--- src/rtl/csf_pkg.sv ---
// constants, operation codes and cycle counts for the status flag and flow block
package csf_pkg;

    localparam logic [5:0] CSF_STATUS_ADDR = 6'h3f;
    localparam logic [7:0] CSF_STATUS_RESET = 8'h00;

    localparam int CSF_BIT_I = 7;
    localparam int CSF_BIT_T = 6;
    localparam int CSF_BIT_H = 5;
    localparam int CSF_BIT_S = 4;
    localparam int CSF_BIT_V = 3;
    localparam int CSF_BIT_N = 2;
    localparam int CSF_BIT_Z = 1;
    localparam int CSF_BIT_C = 0;

    localparam logic [2:0] CSF_CYC_ONE = 3'h1;
    localparam logic [2:0] CSF_CYC_JUMP = 3'h2;
    localparam logic [2:0] CSF_CYC_CALL = 3'h3;
    localparam logic [2:0] CSF_CYC_RET = 3'h4;
    localparam logic [2:0] CSF_CYC_BRANCH = 3'h2;
    localparam logic [2:0] CSF_CYC_IRQ = 3'h4;
    localparam logic [2:0] CSF_CYC_SKIP_ONE = 3'h2;
    localparam logic [2:0] CSF_CYC_SKIP_TWO = 3'h3;

    typedef enum logic [5:0] {
        CSF_NOP = 6'h00,
        CSF_ADD = 6'h01,
        CSF_ADC = 6'h02,
        CSF_SUB = 6'h03,
        CSF_SBC = 6'h04,
        CSF_CP = 6'h05,
        CSF_CPC = 6'h06,
        CSF_AND = 6'h07,
        CSF_OR = 6'h08,
        CSF_EOR = 6'h09,
        CSF_COM = 6'h0a,
        CSF_NEG = 6'h0b,
        CSF_INC = 6'h0c,
        CSF_DEC = 6'h0d,
        CSF_SER = 6'h0e,
        CSF_ADIW = 6'h0f,
        CSF_SBIW = 6'h10,
        CSF_TBIT_STORE = 6'h11,
        CSF_TBIT_LOAD = 6'h12,
        CSF_RJMP = 6'h13,
        CSF_IJMP = 6'h14,
        CSF_JMP = 6'h15,
        CSF_RCALL = 6'h16,
        CSF_ICALL = 6'h17,
        CSF_CALL = 6'h18,
        CSF_RET = 6'h19,
        CSF_IRQ_RET = 6'h1a,
        CSF_CPSE = 6'h1b,
        CSF_SBRC = 6'h1c,
        CSF_SBRS = 6'h1d,
        CSF_SBIC = 6'h1e,
        CSF_SBIS = 6'h1f,
        CSF_BRBS = 6'h20,
        CSF_BRBC = 6'h21
    } csf_op_t;

endpackage

--- src/rtl/csf_flag_unit.sv ---
// combinational result and flag computation for byte, word and bit operations
`timescale 1ns/1ps
module csf_flag_unit
    import csf_pkg::*;
(
    input wire csf_op_t op,
    input wire logic [7:0] a,
    input wire logic [7:0] a_hi,
    input wire logic [7:0] b,
    input wire logic [2:0] bit_sel,
    input wire logic [7:0] flags_in,
    output logic [15:0] res,
    output logic [7:0] flags_out,
    output logic wb
);
    logic is_add;
    logic use_c;
    logic [7:0] sa;
    logic [7:0] sb;
    logic [8:0] sum;
    logic [7:0] r;
    logic [16:0] wsum;
    logic h_add;
    logic h_sub;
    logic v_add;
    logic v_sub;

    assign is_add = (op == CSF_ADD) || (op == CSF_ADC);
    assign use_c = (op == CSF_ADC) || (op == CSF_SBC) || (op == CSF_CPC);
    assign sa = (op == CSF_NEG) ? 8'h00 : a;
    assign sb = (op == CSF_NEG) ? a : b;
    assign sum = is_add ? ({1'b0, sa} + {1'b0, sb} + {8'h00, use_c & flags_in[CSF_BIT_C]})
                        : ({1'b0, sa} - {1'b0, sb} - {8'h00, use_c & flags_in[CSF_BIT_C]});
    assign r = sum[7:0];
    // half carry out of / borrow into bit 3
    assign h_add = (sa[3] & sb[3]) | (sb[3] & ~r[3]) | (~r[3] & sa[3]);
    assign h_sub = (~sa[3] & sb[3]) | (sb[3] & r[3]) | (r[3] & ~sa[3]);
    assign v_add = (sa[7] & sb[7] & ~r[7]) | (~sa[7] & ~sb[7] & r[7]);
    assign v_sub = (sa[7] & ~sb[7] & ~r[7]) | (~sa[7] & sb[7] & r[7]);
    assign wsum = (op == CSF_SBIW) ? ({1'b0, a_hi, a} - {9'h000, b})
                                   : ({1'b0, a_hi, a} + {9'h000, b});

    always_comb begin
        res = 16'h0000;
        flags_out = flags_in;
        wb = 1'b0;
        case (op)
            // byte arithmetic and compares
            CSF_ADD, CSF_ADC, CSF_SUB, CSF_SBC, CSF_CP, CSF_CPC, CSF_NEG: begin
                res = {8'h00, r};
                // compares write nothing back
                wb = (op != CSF_CP) && (op != CSF_CPC);
                // result flags
                flags_out[CSF_BIT_Z] = (r == 8'h00);
                flags_out[CSF_BIT_N] = r[7];
                flags_out[CSF_BIT_C] = sum[8];
                flags_out[CSF_BIT_H] = is_add ? h_add : h_sub;
                flags_out[CSF_BIT_V] = is_add ? v_add : v_sub;
            end
            // logic group leaves carry and half carry
            CSF_AND, CSF_OR, CSF_EOR, CSF_INC, CSF_DEC: begin
                case (op)
                    CSF_AND: res = {8'h00, a & b};
                    CSF_OR: res = {8'h00, a | b};
                    CSF_EOR: res = {8'h00, a ^ b};
                    CSF_INC: res = {8'h00, a + 8'h01};
                    default: res = {8'h00, a - 8'h01};
                endcase
                wb = 1'b1;
                flags_out[CSF_BIT_Z] = (res[7:0] == 8'h00);
                flags_out[CSF_BIT_N] = res[7];
                flags_out[CSF_BIT_V] = (op == CSF_INC) ? (res[7:0] == 8'h80) :
                                       (op == CSF_DEC) ? (res[7:0] == 8'h7f) : 1'b0;
            end
            // one's complement as ff minus operand
            CSF_COM: begin
                res = {8'h00, 8'hff - a};
                wb = 1'b1;
                flags_out[CSF_BIT_Z] = (res[7:0] == 8'h00);
                flags_out[CSF_BIT_N] = res[7];
                flags_out[CSF_BIT_C] = 1'b1;
                flags_out[CSF_BIT_V] = 1'b0;
            end
            // all ones, flags untouched
            CSF_SER: begin
                res = 16'h00ff;
                wb = 1'b1;
            end
            // sixteen-bit pair arithmetic
            CSF_ADIW, CSF_SBIW: begin
                res = wsum[15:0];
                wb = 1'b1;
                flags_out[CSF_BIT_Z] = (wsum[15:0] == 16'h0000);
                flags_out[CSF_BIT_N] = wsum[15];
                if (op == CSF_ADIW) begin
                    flags_out[CSF_BIT_V] = ~a_hi[7] & wsum[15];
                    flags_out[CSF_BIT_C] = a_hi[7] & ~wsum[15];
                end else begin
                    flags_out[CSF_BIT_V] = a_hi[7] & ~wsum[15];
                    flags_out[CSF_BIT_C] = wsum[15] & ~a_hi[7];
                end
            end
            // bit copy in both directions
            CSF_TBIT_STORE: flags_out[CSF_BIT_T] = a[bit_sel];
            CSF_TBIT_LOAD: begin
                res = {8'h00, a};
                res[bit_sel] = flags_in[CSF_BIT_T];
                wb = 1'b1;
            end
            default: begin
                res = 16'h0000;
            end
        endcase
        // sign kept as negative xor overflow
        flags_out[CSF_BIT_S] = flags_out[CSF_BIT_N] ^ flags_out[CSF_BIT_V];
    end

endmodule

--- src/rtl/csf_core.sv ---
// status flag register with instruction flag effects, flow control and interrupt entry
`timescale 1ns/1ps
module csf_core
    import csf_pkg::*;
#(
    parameter int PC_W = 10
)
(
    input wire logic core_clk,
    input wire logic rst_n,
    input wire logic op_valid,
    input wire csf_op_t op_code,
    input wire logic [7:0] op_a,
    input wire logic [7:0] op_a_hi,
    input wire logic [7:0] op_b,
    input wire logic [2:0] op_bit,
    input wire logic [11:0] op_offset,
    input wire logic [PC_W-1:0] op_addr,
    input wire logic op_next_two_word,
    input wire logic [15:0] z_ptr,
    input wire logic [PC_W-1:0] stack_pc,
    input wire logic [PC_W-1:0] irq_vector,
    input wire logic [7:0] general_irq_mask,
    input wire logic [7:0] general_irq_flags,
    input wire logic [7:0] timer_irq_mask,
    input wire logic [7:0] timer_irq_flags,
    input wire logic [5:0] io_addr,
    input wire logic io_we,
    input wire logic [7:0] io_wdata,
    output logic [7:0] io_rdata,
    output logic op_ready,
    output logic [PC_W-1:0] pc,
    output logic [15:0] result,
    output logic result_we,
    output logic [7:0] cpu_status_flags,
    output logic irq_take,
    output logic push_we,
    output logic [PC_W-1:0] push_pc,
    output logic pop_re
);
    logic accept;
    logic irq_go;
    logic irq_any;
    logic [2:0] cyc_left;
    logic busy;
    logic [15:0] unit_res;
    logic [7:0] unit_flags;
    logic unit_wb;
    logic [7:0] next_flags;
    logic [PC_W-1:0] off_ext;
    logic [PC_W-1:0] pc_rel;
    logic [PC_W-1:0] pc_inc;
    logic [PC_W-1:0] pc_skip;
    logic skip_cond;
    logic branch_cond;
    logic [2:0] op_cycles;
    logic [PC_W-1:0] next_pc;
    logic bst_bit;

    csf_flag_unit u_flag_unit (
        .op(op_code),
        .a(op_a),
        .a_hi(op_a_hi),
        .b(op_b),
        .bit_sel(op_bit),
        .flags_in(cpu_status_flags),
        .res(unit_res),
        .flags_out(unit_flags),
        .wb(unit_wb)
    );

    // masks only count while global enable set
    assign irq_any = |(general_irq_mask & general_irq_flags) |
                     |(timer_irq_mask & timer_irq_flags);
    assign busy = (cyc_left != 3'h0);
    assign irq_go = !busy && cpu_status_flags[CSF_BIT_I] && irq_any;
    assign op_ready = !busy && !irq_go;
    assign accept = op_valid && op_ready;

    assign off_ext = PC_W'({{16{op_offset[11]}}, op_offset});
    assign pc_inc = pc + PC_W'(1);
    // relative target pc plus offset plus one
    assign pc_rel = pc + off_ext + PC_W'(1);
    assign pc_skip = op_next_two_word ? (pc + PC_W'(3)) : (pc + PC_W'(2));
    assign bst_bit = op_a[op_bit];

    // skip conditions
    always_comb begin
        case (op_code)
            CSF_CPSE: skip_cond = (op_a == op_b);
            CSF_SBRC, CSF_SBIC: skip_cond = !op_a[op_bit];
            CSF_SBRS, CSF_SBIS: skip_cond = op_a[op_bit];
            default: skip_cond = 1'b0;
        endcase
    end

    // one flag tested, set and clear forms
    always_comb begin
        case (op_code)
            CSF_BRBS: branch_cond = cpu_status_flags[op_bit];
            CSF_BRBC: branch_cond = !cpu_status_flags[op_bit];
            default: branch_cond = 1'b0;
        endcase
    end

    // cycle cost and next pc per operation
    always_comb begin
        op_cycles = CSF_CYC_ONE;
        next_pc = pc_inc;
        case (op_code)
            // relative jump in one cycle
            CSF_RJMP: next_pc = pc_rel;
            // indirect and direct jumps in two
            CSF_IJMP: begin
                next_pc = z_ptr[PC_W-1:0];
                op_cycles = CSF_CYC_JUMP;
            end
            CSF_JMP: begin
                next_pc = op_addr;
                op_cycles = CSF_CYC_JUMP;
            end
            // calls take three cycles
            CSF_RCALL: begin
                next_pc = pc_rel;
                op_cycles = CSF_CYC_CALL;
            end
            CSF_ICALL: begin
                next_pc = z_ptr[PC_W-1:0];
                op_cycles = CSF_CYC_CALL;
            end
            CSF_CALL: begin
                next_pc = op_addr;
                op_cycles = CSF_CYC_CALL;
            end
            // returns reload from stack in four
            CSF_RET, CSF_IRQ_RET: begin
                next_pc = stack_pc;
                op_cycles = CSF_CYC_RET;
            end
            // skip over one or two words
            CSF_CPSE, CSF_SBRC, CSF_SBRS, CSF_SBIC, CSF_SBIS: begin
                if (skip_cond) begin
                    next_pc = pc_skip;
                    op_cycles = op_next_two_word ? CSF_CYC_SKIP_TWO : CSF_CYC_SKIP_ONE;
                end
            end
            // taken branch costs one extra cycle
            CSF_BRBS, CSF_BRBC: begin
                if (branch_cond) begin
                    next_pc = pc_rel;
                    op_cycles = CSF_CYC_BRANCH;
                end
            end
            default: begin
                next_pc = pc_inc;
                op_cycles = CSF_CYC_ONE;
            end
        endcase
    end

    // occupancy counter, stalls new operations
    always_ff @(posedge core_clk or negedge rst_n) begin
        if (!rst_n) begin
            cyc_left <= 3'h0;
        end else if (irq_go) begin
            cyc_left <= CSF_CYC_IRQ - 3'h1;
        end else if (accept) begin
            cyc_left <= op_cycles - 3'h1;
        end else if (busy) begin
            cyc_left <= cyc_left - 3'h1;
        end
    end

    // program counter
    always_ff @(posedge core_clk or negedge rst_n) begin
        if (!rst_n) begin
            pc <= '0;
        end else if (irq_go) begin
            pc <= irq_vector;
        end else if (accept) begin
            pc <= next_pc;
        end
    end

    // stack push and pop strobes
    always_ff @(posedge core_clk or negedge rst_n) begin
        if (!rst_n) begin
            push_we <= 1'b0;
            push_pc <= '0;
            pop_re <= 1'b0;
        end else begin
            push_we <= irq_go || (accept && ((op_code == CSF_RCALL) ||
                       (op_code == CSF_ICALL) || (op_code == CSF_CALL)));
            push_pc <= irq_go ? pc : pc_inc;
            pop_re <= accept && ((op_code == CSF_RET) || (op_code == CSF_IRQ_RET));
        end
    end

    // register result write-back
    always_ff @(posedge core_clk or negedge rst_n) begin
        if (!rst_n) begin
            result <= 16'h0000;
            result_we <= 1'b0;
        end else begin
            result_we <= accept && unit_wb;
            if (accept && unit_wb) begin
                result <= unit_res;
            end
        end
    end

    // software write first; instruction flags override all its bits but enable, which only interrupt entry and return override
    always_comb begin
        next_flags = cpu_status_flags;
        // all bits but sign writable at its address
        if (io_we && (io_addr == CSF_STATUS_ADDR)) begin
            next_flags = io_wdata;
        end
        if (accept) begin
            next_flags = unit_flags;
            if (io_we && (io_addr == CSF_STATUS_ADDR)) begin
                next_flags[CSF_BIT_I] = io_wdata[CSF_BIT_I];
            end
            // interrupt return sets global enable
            if (op_code == CSF_IRQ_RET) begin
                next_flags[CSF_BIT_I] = 1'b1;
            end
        end
        // taking an interrupt clears global enable
        if (irq_go) begin
            next_flags[CSF_BIT_I] = 1'b0;
        end
        // sign tied to negative and overflow
        next_flags[CSF_BIT_S] = next_flags[CSF_BIT_N] ^ next_flags[CSF_BIT_V];
    end

    // status register, zero after reset
    always_ff @(posedge core_clk or negedge rst_n) begin
        if (!rst_n) begin
            cpu_status_flags <= CSF_STATUS_RESET;
        end else begin
            cpu_status_flags <= next_flags;
        end
    end

    // interrupt entry pulse
    always_ff @(posedge core_clk or negedge rst_n) begin
        if (!rst_n) begin
            irq_take <= 1'b0;
        end else begin
            irq_take <= irq_go;
        end
    end

    // read port, registered
    always_ff @(posedge core_clk or negedge rst_n) begin
        if (!rst_n) begin
            io_rdata <= 8'h00;
        end else begin
            io_rdata <= (io_addr == CSF_STATUS_ADDR) ? cpu_status_flags : 8'h00;
        end
    end

    // interrupt only with enable set
    AST_IRQ_NEEDS_ENABLE: assert property (
        @(posedge core_clk) disable iff (!rst_n)
        irq_take |-> $past(cpu_status_flags[CSF_BIT_I]) && $past(irq_any))
        else $error("interrupt taken with global enable clear");

    // enable cleared on interrupt entry
    AST_IRQ_CLEARS_ENABLE: assert property (
        @(posedge core_clk) disable iff (!rst_n)
        irq_take |-> !cpu_status_flags[CSF_BIT_I] && (pc == $past(irq_vector)))
        else $error("interrupt entry did not clear enable or load vector");

    // interrupt return four cycles, enable set
    AST_IRET_FOUR: assert property (
        @(posedge core_clk) disable iff (!rst_n)
        (accept && (op_code == CSF_IRQ_RET)) |=>
            cpu_status_flags[CSF_BIT_I] && (pc == $past(stack_pc)) ##0 busy[*3] ##1 !busy)
        else $error("interrupt return wrong length or flags");

    // sign consistent
    AST_SIGN_XOR: assert property (
        @(posedge core_clk) disable iff (!rst_n)
        cpu_status_flags[CSF_BIT_S] ==
            (cpu_status_flags[CSF_BIT_N] ^ cpu_status_flags[CSF_BIT_V]))
        else $error("sign flag not negative xor overflow");

    // bit store copies selected bit
    AST_BIT_STORE: assert property (
        @(posedge core_clk) disable iff (!rst_n)
        (accept && (op_code == CSF_TBIT_STORE)) |=>
            cpu_status_flags[CSF_BIT_T] == $past(bst_bit))
        else $error("bit-copy flag does not hold stored bit");

    // zero flag after add
    AST_ADD_ZERO: assert property (
        @(posedge core_clk) disable iff (!rst_n)
        (accept && (op_code == CSF_ADD)) |=>
            result_we && (cpu_status_flags[CSF_BIT_Z] == (result[7:0] == 8'h00)))
        else $error("zero flag disagrees with add result");

    // logic group keeps carry and half carry
    AST_LOGIC_KEEPS_C: assert property (
        @(posedge core_clk) disable iff (!rst_n)
        (accept && !io_we && (op_code inside {CSF_AND, CSF_OR, CSF_EOR})) |=>
            $stable(cpu_status_flags[CSF_BIT_C]) && $stable(cpu_status_flags[CSF_BIT_H]))
        else $error("logic operation changed carry or half carry");

    // compares never write back, one cycle
    AST_COMPARE_NO_WB: assert property (
        @(posedge core_clk) disable iff (!rst_n)
        (accept && (op_code inside {CSF_CP, CSF_CPC})) |=> !result_we && !busy)
        else $error("compare wrote a register or stalled");

    // relative jump one cycle, direct two
    AST_JUMP_CYCLES: assert property (
        @(posedge core_clk) disable iff (!rst_n)
        (accept && (op_code == CSF_JMP)) |=> (pc == $past(op_addr)) && busy ##1 !busy)
        else $error("direct jump wrong target or length");

    AST_RJMP_CYCLE: assert property (
        @(posedge core_clk) disable iff (!rst_n)
        (accept && (op_code == CSF_RJMP)) |=> (pc == $past(pc_rel)) && !busy)
        else $error("relative jump wrong target or length");

    // calls three cycles and push return
    AST_CALL_THREE: assert property (
        @(posedge core_clk) disable iff (!rst_n)
        (accept && (op_code == CSF_CALL)) |=>
            push_we && (push_pc == $past(pc_inc)) ##0 busy[*2] ##1 !busy)
        else $error("call wrong length or return address");

    // skip over one word, two cycles
    AST_SKIP_EQUAL: assert property (
        @(posedge core_clk) disable iff (!rst_n)
        (accept && (op_code == CSF_CPSE) && (op_a == op_b) && !op_next_two_word) |=>
            (pc == $past(pc_skip)) && busy ##1 !busy)
        else $error("skip did not advance by two in two cycles");

    // signed greater-or-equal branch
    AST_SIGNED_GE: assert property (
        @(posedge core_clk) disable iff (!rst_n)
        (accept && (op_code == CSF_BRBC) && (op_bit == 3'h4) &&
            !(cpu_status_flags[CSF_BIT_N] ^ cpu_status_flags[CSF_BIT_V])) |=>
            (pc == $past(pc_rel)) && busy)
        else $error("signed branch not taken when expected");

    // unsigned lower branch on carry
    AST_UNSIGNED_LO: assert property (
        @(posedge core_clk) disable iff (!rst_n)
        (accept && (op_code == CSF_BRBS) && (op_bit == 3'h0)) |=>
            (pc == ($past(cpu_status_flags[CSF_BIT_C]) ? $past(pc_rel) : $past(pc_inc))))
        else $error("carry branch target wrong");

endmodule

--- config.mk ---
export PLATFORM = sky130hd
export DESIGN_NAME = csf_core
export DESIGN_NICKNAME = d
export VERILOG_FILES = /design/src/rtl/csf_pkg.sv /design/src/rtl/csf_flag_unit.sv /design/src/rtl/csf_core.sv
export SDC_FILE = /design/constraint.sdc
export NUM_CORES = 1
export LEC_CHECK = 0
export BUFFER_PORTS_ARGS = -buffer_cell sky130_fd_sc_hd__clkbuf_2
export CORE_MARGIN = 8
export CORE_UTILIZATION = 50
export DETAILED_ROUTE_END_ITERATION = 10
export PLACE_DENSITY = 0.76
export SETUP_SLACK_MARGIN = 0.4
export SYNTH_ARGS = -nofsm -noshare
export SYNTH_HDL_FRONTEND = slang
export SYNTH_SLANG_ARGS = --single-unit
--- constraint.sdc ---
create_clock -name core_clk -period 5.9 [get_ports core_clk]
set_input_delay 1.18 -clock core_clk [delete_from_list [all_inputs] [get_ports core_clk]]
set_output_delay 1.18 -clock core_clk [all_outputs]
set_load 0.03 [all_outputs]
Word-level counts from Yosys, hierarchy flattened
Index checks and enable logic that the tools add are counted.
{"block": "word_totals", "reg_bits": 59, "latchBits": 0, "ram_bits": 0, "mem_bits_ro": 0, "inputBits": 142, "out_inout_bits": 57, "wordCells": 214, "n_memories": 0}
{"block": "op_classes", "n_addsub": 16, "multipliers": 0, "n_div": 0, "order_cmp": 3, "n_eq_ne": 43, "shift": 0, "n_mux": 47, "bitwise": 38, "n_reduce_logical": 52}
{"cell": "equality test 6 x 5 -> 1 bit (second input constant)", "n": 16}
{"cell": "case mux 16 bit (6 select lines)", "n": 1}
{"cell": "two-way mux 10 bit", "n": 6}
{"cell": "case mux 10 bit (6 select lines)", "n": 1}
{"cell": "equality test 6 x 4 -> 1 bit (second input constant)", "n": 8}
{"cell": "two-way mux 8 bit", "n": 5}
{"cell": "two-way mux 16 bit", "n": 2}
{"cell": "case mux 8 bit (4 select lines)", "n": 1}
{"cell": "AND 8 bit", "n": 3}
{"cell": "equality test 6 x 3 -> 1 bit (second input constant)", "n": 4}
{"cell": "zero test 8 bit", "n": 3}
{"cell": "adder 10 x 1 -> 10 bit (second input constant)", "n": 2}
{"cell": "adder 10 x 2 -> 10 bit (second input constant)", "n": 2}
{"cell": "equality test 6 bit (second input constant)", "n": 3}
{"cell": "OR reduction 2 bit", "n": 9}
{"cell": "AND 1 bit", "n": 17}
{"cell": "adder 16 x 8 -> 16 bit", "n": 1}
{"cell": "bitwise mux 16 bit", "n": 1}
{"cell": "zero test 16 bit", "n": 1}
{"cell": "OR reduction 8 bit", "n": 2}
{"cell": "subtractor 16 x 8 -> 16 bit", "n": 1}
{"cell": "two-way mux 1 bit", "n": 15}
{"cell": "case mux 3 bit (5 select lines)", "n": 1}
{"cell": "equality test 6 x 2 -> 1 bit (second input constant)", "n": 2}
{"cell": "43 further kinds", "n": 92}

Depth between registers and ports, before layout
Gate-level depths: netlist of run 1.
{"block": "logic_depth", "word_depth": 14, "ltp_mapped": 18, "mapped_depth_nobuf": 17}

Cells and area by module
Synthesis of run 1 repeated with hierarchy kept, for this count alone.
{"block": "hier_totals", "cells_unflattened": 964, "area_unflattened_um2": 7711.1}
{"module": "csf_core", "n_inst": 1, "cells_per_inst": 412, "area_each_um2": 3996.3}
{"module": "csf_flag_unit", "n_inst": 1, "cells_per_inst": 552, "area_each_um2": 3714.8}

Worst setup path after synthesis of run 1
OpenSTA, ideal clock, no wires.
{"block": "synth_path", "path_kind": "input to register", "from": "in op_code[5]", "to": "reg cpu_status_flags[4]", "arrival_time_ns": 4.785, "required_ns": 5.768, "slack_ns": 0.983, "path_stages": 17, "n_path_buf": 1, "path_cell_list": "buf_2 -> or4b_1 -> nor2_1 -> o21ai_0 -> ha_1 -> inv_1 -> ha_1 -> a21oi_1 -> o21ai_0 -> o41ai_2 -> xnor2_1 -> mux2_2 -> nand3_1 -> o311ai_2 -> nor3_2 -> a21oi_4 -> xor2_1"}
{"block": "synth_between", "elab_chain_cells": 13, "elab_cells_between_ends": 57, "cone_classes": "add/sub: 4; eq/ne: 17; mux: 12; bitwise: 18; reduce/logical: 6"}
{"item": "start, declared", "line_no": "csf_core.sv:12", "rtl": "input wire csf_op_t op_code,"}
{"item": "branches (longest 10 deep; another with subtractor 8 x 8 -> 9 bit)"}
{"item": "case mux 3 bit (4 select lines) (*)", "line_no": "csf_flag_unit.sv:47", "rtl": "case (op)"}
{"item": "two-way mux 8 bit (*)", "line_no": "csf_core.sv:219", "rtl": "if (accept) begin"}
{"item": "named net next_flags[3]", "line_no": "csf_core.sv:49", "rtl": "logic [7:0] next_flags;"}
{"item": "bitwise XOR 1 bit (*)", "line_no": "csf_core.sv:234", "rtl": "next_flags[CSF_BIT_S] = next_flags[CSF_BIT_N] ^ next_flags[CSF_BIT_V];"}
{"item": "named net next_flags[4]", "line_no": "csf_core.sv:49"}
{"item": "end signal, assigned", "line_no": "csf_core.sv:242", "rtl": "cpu_status_flags <= next_flags;"}
{"item": "end, declared", "line_no": "csf_core.sv:35", "rtl": "output logic [7:0] cpu_status_flags,"}
Mark *: on every way through the listed nets, which the timed path passes. The select of a mux whose other input is x is not followed.
A chain may end at the register's enable or synchronous reset.

Worst setup path in the final report of run 1
{"block": "layout_path", "from": "in op_code[3]", "to": "reg cpu_status_flags[4]"}
Same word-level chain as after synthesis.

==> flow_summary.json, run 1 <==
{
  "status": "completed",
  "endpoint_kind": "flip-flop",
  "max_clock_freq_mhz": 193.7,
  "netlist.top_cell.by_area": "dfrtp_1",
  "postRouteAntennaNets": 0,
  "yosysUniqueCellTypes": 90,
  "syn_area_per_cell_um2": 7.933,
  "hold_class": "flip-flop to flip-flop",
  "dp_slack_ps": 464.5,
  "ys_seq_elements": 59,
  "ys.flop_type": "dfrtp_1",
  "std_cell_rows": 44,
  "track_usage": 0.2625,
  "wl_mm": 24.80,
  "avgViaCountPerCell": 6.141,
  "grt_overflow": 0,
  "finalSetupViolCount": 0,
  "fillCellCount": 1330,
  "worstMarginPinSlew_ps": 885.8,
  "multi_input_area_um2": 5353,
  "setup_tns_ps": 0,
  "clock_skew_ps": 9.919,
  "globalplace.congestion": 0.9734,
  "dp.final_hpwl_mm": 19.77,
  "power_density_nw_per_um2": 310.6,
  "ys_warn_count": 0,
  "diodes": 0,
  "root_buffer": "clkbuf_16",
  "power_leakage_nw": 4.139,
  "syn-cell-area_um2": 7211,
  "clkSlewWorstSetupHoldPaths_ps": 60,
  "worst_ep_required_time_ps": 6100,
  "ir_drop_v": 0.0001649,
  "place_inst": 1252,
  "die_w_um": 136.1,
  "die_y_um": 136.1,
  "dr.pass1.iters": 8,
  "portBuffers": 189,
  "fin_nets": 1303,
  "synth_commonest_cells": "nor2_1, nand2_1, ha_1",
  "grt_start_max_net_pins": 60,
  "synth.most_common_cell": "nor2_1",
  "max_slew_margin": 0.4082,
  "grt_pass1_wl_mm": 39.05,
  "cts_setup_buffers": 0,
  "coreArea_um2": 14310,
  "antenna_found_initial": 0,
  "area_growth_syn_to_layout_pct": 19.43,
  "report.final.slew_viol_count": 0,
  "htreeDepth": 3,
  "finalHoldViolCount": 0,
  "synthTopCellsByArea": "dfrtp_1, ha_1, xnor2_1",
  "ios": 199,
  "cp.arrival_ps": 5370,
  "seq_area_um2": 1476,
  "syn_inst": 909,
  "stdcell_count": 1268,
  "clockBufferDepth": 2,
  "start_kind": "input pin",
  "clk_latency_ps": 330,
  "cts_resized": 0,
  "dieArea_um2": 18520,
  "vias": 7787,
  "critPathMaxFanout": 20,
  "synth-async-reset-ratio": 1.000,
  "drv_cap": 0,
  "drive_gt1_frac": 0.2279,
  "synth-edff-count": 0,
  "critical_path_class": "input pin to flip-flop",
  "fin_ws_ps": 737.7,
  "cts.sinks": 59,
  "grt_pass1_vias": 7516,
  "synth_fp_nets": 1133,
  "cts_tree": "built",
  "period_minus_slack_ps": 5162,
  "finalCritPeriodShare": 0.8750,
  "ys_seq_area_frac": 0.2048,
  "cts_hold_buf": 0,
  "drtIter0Drc": 639,
  "cts-buffers-inserted": 9,
  "wire_per_inst_um": 19.56,
  "yosys.area.top_type_share": 0.2048,
  "drc": 0,
  "initial_core_util": 0.5038,
  "rsz0062_at_grt": "false"
}
layer usage:
layer,part of all wire,GRT usage
met1,0.41,0.3280
met2,0.47,0.4377
met3,0.085,0.04545
met4,0.035,0.1098
met5,0,0
layout make-up:
class	instances	area share
multi-input combinational	754	0.6215
clock inverter	7	0.01162
tap	184	0.02673
inverter	57	0.02484
sequential	59	0.1714
timing repair buffer	198	0.1177
clock buffer	9	0.02615
through the flow:
step	util	cell area (um2)	hold WS, ps	power, mW
global placement	0.5789	8287	454.0	2.058
finish	0.6017	8612	471.1	2.675
global route	0.6017	8612	513.7	2.842
floorplan	-	7211	534.8	1.667
CTS	0.6017	8612	468.9	2.671
detailed placement	0.5789	8287	461.2	2.082
cell usage in the layout, fill, tap and decap left out, types with 4 or more instances in the layout:
cell | Yosys | routed
nor4_1 | 4 | 4
a211oi_1 | 4 | 4
a22o_1 | 5 | 5
inv_1 | 55 | 55
and2_1 | 13 | 13
o21a_1 | 4 | 4
clkbuf_16 | 0 | 9
clkbuf_2 | 0 | 189
nor2b_1 | 13 | 13
buf_4 | 0 | 9
nand2_1 | 79 | 79
ha_1 | 75 | 75
a222oi_1 | 10 | 10
fa_1 | 7 | 7
or3_1 | 6 | 6
a221oi_1 | 12 | 12
o2111ai_1 | 4 | 4
nand4_1 | 18 | 18
xnor2_1 | 42 | 42
nand2b_1 | 16 | 16
nor3_1 | 21 | 21
mux2i_1 | 11 | 11
nand3_1 | 24 | 24
dfrtp_1 | 59 | 59
and3_1 | 6 | 6
a21oi_1 | 55 | 55
a31oi_1 | 17 | 17
nor3b_1 | 4 | 4
nor2_1 | 83 | 83
o22ai_1 | 13 | 13
xor2_1 | 26 | 26
o31ai_1 | 5 | 5
o221ai_1 | 7 | 7
o21ai_0 | 62 | 62
a21o_1 | 17 | 17
a22oi_1 | 9 | 9
o211ai_1 | 12 | 12
a21boi_0 | 5 | 5
registers in the layout, summed over array words and instances (netlist names):
signal / flops
io_rdata: 8
cyc_left: 3
pc: 10
irq_take: 1
cpu_status_flags: 8
result: 16
push_we: 1
result_we: 1
pop_re: 1
push_pc: 10
critical path, stage by stage:
cell and delay, ps:
clkbuf_2 310, or4b_1 530, nor2_1 340, o21ai_0 190, ha_1 380, inv_1 90, ha_1 370, a21oi_1 130
o21ai_0 170, o41ai_2 270, xnor2_1 220, mux2_2 370, nand3_1 90, o311ai_2 130, nor3_2 290, a21oi_4 100
xor2_1 170
cell families after synthesis:
logic type      Yosys count  synth area share
simple gates            313            0.2211
compound gates          274            0.2598
buf+inv                  96           0.05292
fa+ha+maj                82            0.1496
xor+xnor                 69           0.08572
flops                    59            0.2048
mux                      16           0.02620
report_power, final:
group	switching, mW	internal (mW)
registers	0.171	0.536
logic	0.864	0.519
clock network	0.212	0.373
final timing paths:
| check | from | endpoint | slack, ps | cells after the start |
|---|---|---|---|---|
| min in group asynchronous | rst_n | push_pc[4] | 1000 | 2 |
| max in group asynchronous | rst_n | cpu_status_flags[7] | 4380 | 2 |
| hold reg to reg | result[14] | result[14] | 470 | 2 |
| setup reg to reg | cpu_status_flags[0] | cpu_status_flags[1] | 2330 | 14 |
| setup / recovery | op_code[3] | cpu_status_flags[4] | 740 | 17 |
| hold / removal | result[14] | result[14] | 470 | 2 |
Power figures use the tool's default switching activity.
==> inputs of run 2 (changes only) <==
Settings changed: MAX_ROUTING_LAYER set to met4.
==> run 2 against run 1 <==
Against the previous run:
- the run now ends with DRC left
- utilization is 0.10 points lower
- non-clock buffer count is 1 higher
- design area is 0.17% lower
- hold slack better by 12 ps
- power is 2.0% lower
- clock-buffer cell count stayed put
- sequential share of layout area hardly changed
- critical path depth stayed put
- flip-flop and latch count stayed put
- critical path type unchanged
- highest routed layer unchanged
==> flow_summary.json, run 2 (synthesis results as in run 1) <==
{
  "status": "finished with violations",
  "violations": "DRC",
  "std_cell_rows": 44,
  "finalHoldViolCount": 0,
  "clkSlewWorstSetupHoldPaths_ps": 60,
  "dieArea_um2": 18520,
  "hold_class": "flip-flop to flip-flop",
  "area_growth_syn_to_layout_pct": 19.23,
  "min_path_cells": 2,
  "final_cell_mix": "clkbuf_2, nor2_1, nand2_1",
  "cts_resized": 0,
  "max_clock_freq_mhz": 193.9,
  "portBuffers": 189,
  "regMostFlops": "result",
  "max_slew_margin": 0.4333,
  "wl_mm": 24.65,
  "dr.pass1.iters": 9,
  "finalSetupViolCount": 0,
  "cts_tree": "built",
  "die_w_um": 136.1,
  "avgViaCountPerCell": 6.108,
  "fin_area_um2": 8597,
  "ios": 199,
  "worstReg2RegEnd": "cpu_status_flags[4]",
  "power_density_nw_per_um2": 305.0,
  "start_kind": "input pin",
  "layout_commonest_cell": "clkbuf_2",
  "globalplace.congestion": 1.002,
  "endpoint_kind": "flip-flop",
  "grt_overflow": 0,
  "cp.arrival_ps": 5370,
  "seq_area_um2": 1476,
  "stdcell_count": 1269,
  "setup_tns_ps": 0,
  "postRouteAntennaNets": 0,
  "cts_setup_buffers": 0,
  "antenna_found_initial": 0,
  "place_inst": 1253,
  "cts.sinks": 59,
  "multi_input_area_um2": 5353,
  "die_y_um": 136.1,
  "fin_ws_ps": 741.7,
  "fillCellCount": 1391,
  "drtIter0Drc": 672,
  "grt_start_max_net_pins": 60,
  "clockBufferDepth": 2,
  "wire_per_inst_um": 19.42,
  "report.final.slew_viol_count": 0,
  "finalCritPeriodShare": 0.8743,
  "fin_nets": 1304,
  "holdPathEnd": "result[14]",
  "reg2reg_slack_ps": 2400,
  "worst_ep_required_time_ps": 6110,
  "period_minus_slack_ps": 5158,
  "power_leakage_nw": 4.130,
  "clk_latency_ps": 330,
  "grt_pass1_vias": 7682,
  "root_buffer": "clkbuf_16",
  "r2r_start": "cpu_status_flags[0]",
  "rsz0062_at_grt": "false",
  "worstSetupStartpoint": "op_code[3]",
  "drv_cap": 0,
  "drc": 2,
  "ir_drop_v": 0.0001374,
  "timing.hold.ws_ps": 483.6,
  "critical_path_class": "input pin to flip-flop",
  "cts_hold_buf": 0,
  "min-delay-start": "result[14]",
  "largest_reg_flops": 16,
  "dp_slack_ps": 428.5,
  "clock_skew_ps": 8.465,
  "r2r_cells": 15,
  "placedInstanceArea_um2": 8294,
  "drive_gt1_frac": 0.2286,
  "vias": 7751,
  "dp.final_hpwl_mm": 19.85,
  "diodes": 0,
  "track_usage": 0.2678,
  "worstMarginPinSlew_ps": 848.4,
  "htreeDepth": 3,
  "largestRegisters": "result x16, pc x10, push_pc x10",
  "cts-buffers-inserted": 9,
  "grt_pass1_wl_mm": 38.87,
  "coreArea_um2": 14310,
  "initial_core_util": 0.5038,
  "critPathMaxFanout": 20
}
-- run 2: changes by cell type in the layout (fill, tap and decap cells not counted) --
cell | previous run | this run
bufinv_16 | 2 | 1
buf_4 | 9 | 10
clkinvlp_4 | 0 | 1
-- run 2: per-layer routing --
layer / vias up / share of wire / GRT usage
met4: 0 / 0.033 / 0.1001
met1: 3628 / 0.40 / 0.3193
met2: 383 / 0.48 / 0.4487
met5: - / 0 / -
li1: 3682 / - / -
met3: 58 / 0.085 / 0.04028
-- run 2: where the power goes --
group	switching, mW	internal (mW)	total (mW)
sequential	0.167	0.536	0.703
combinational	0.866	0.520	1.39
clock	0.204	0.329	0.533
total	1.24	1.39	2.62
-- run 2: worst max-delay path: stages --
cell	delay, ps
clkbuf_2	320
or4b_1	530
nor2_1	330
o21ai_0	200
ha_1	390
inv_1	100
ha_1	370
a21oi_1	130
o21ai_0	150
o41ai_2	270
xnor2_1	210
mux2_2	370
nand3_1	100
o311ai_2	120
nor3_2	300
a21oi_4	100
xor2_1	170
-- run 2: through the flow --
| stage | total power [mW] | utilization |
|---|---|---|
| after CTS | 2.623 | 0.6006 |
| final | 2.622 | 0.6006 |
| after floorplan | 1.667 | - |
| after detailed placement | 2.082 | 0.5795 |
| after global placement | 2.060 | 0.5795 |
| after global routing | 2.790 | 0.6006 |
-- run 2: worst max-delay path by stage --
stage / to / slack, ps / depth (start not counted)
final: cpu_status_flags[4] / 740 / 17
after global routing: cpu_status_flags[4] / 430 / 17
after CTS: cpu_status_flags[4] / 760 / 17
after detailed placement: cpu_status_flags[4] / 430 / 17
after global placement: cpu_status_flags[4] / 460 / 17
after floorplan: cpu_status_flags[4] / 980 / 17
-- run 2: area by class of cell --
cell class | count | area share
multi-input combinational | 754 | 0.6226
sequential | 59 | 0.1717
timing repair buffer | 199 | 0.1188
tap | 184 | 0.02678
clock buffer | 9 | 0.02620
inverter | 57 | 0.02489
clock inverter | 7 | 0.009023
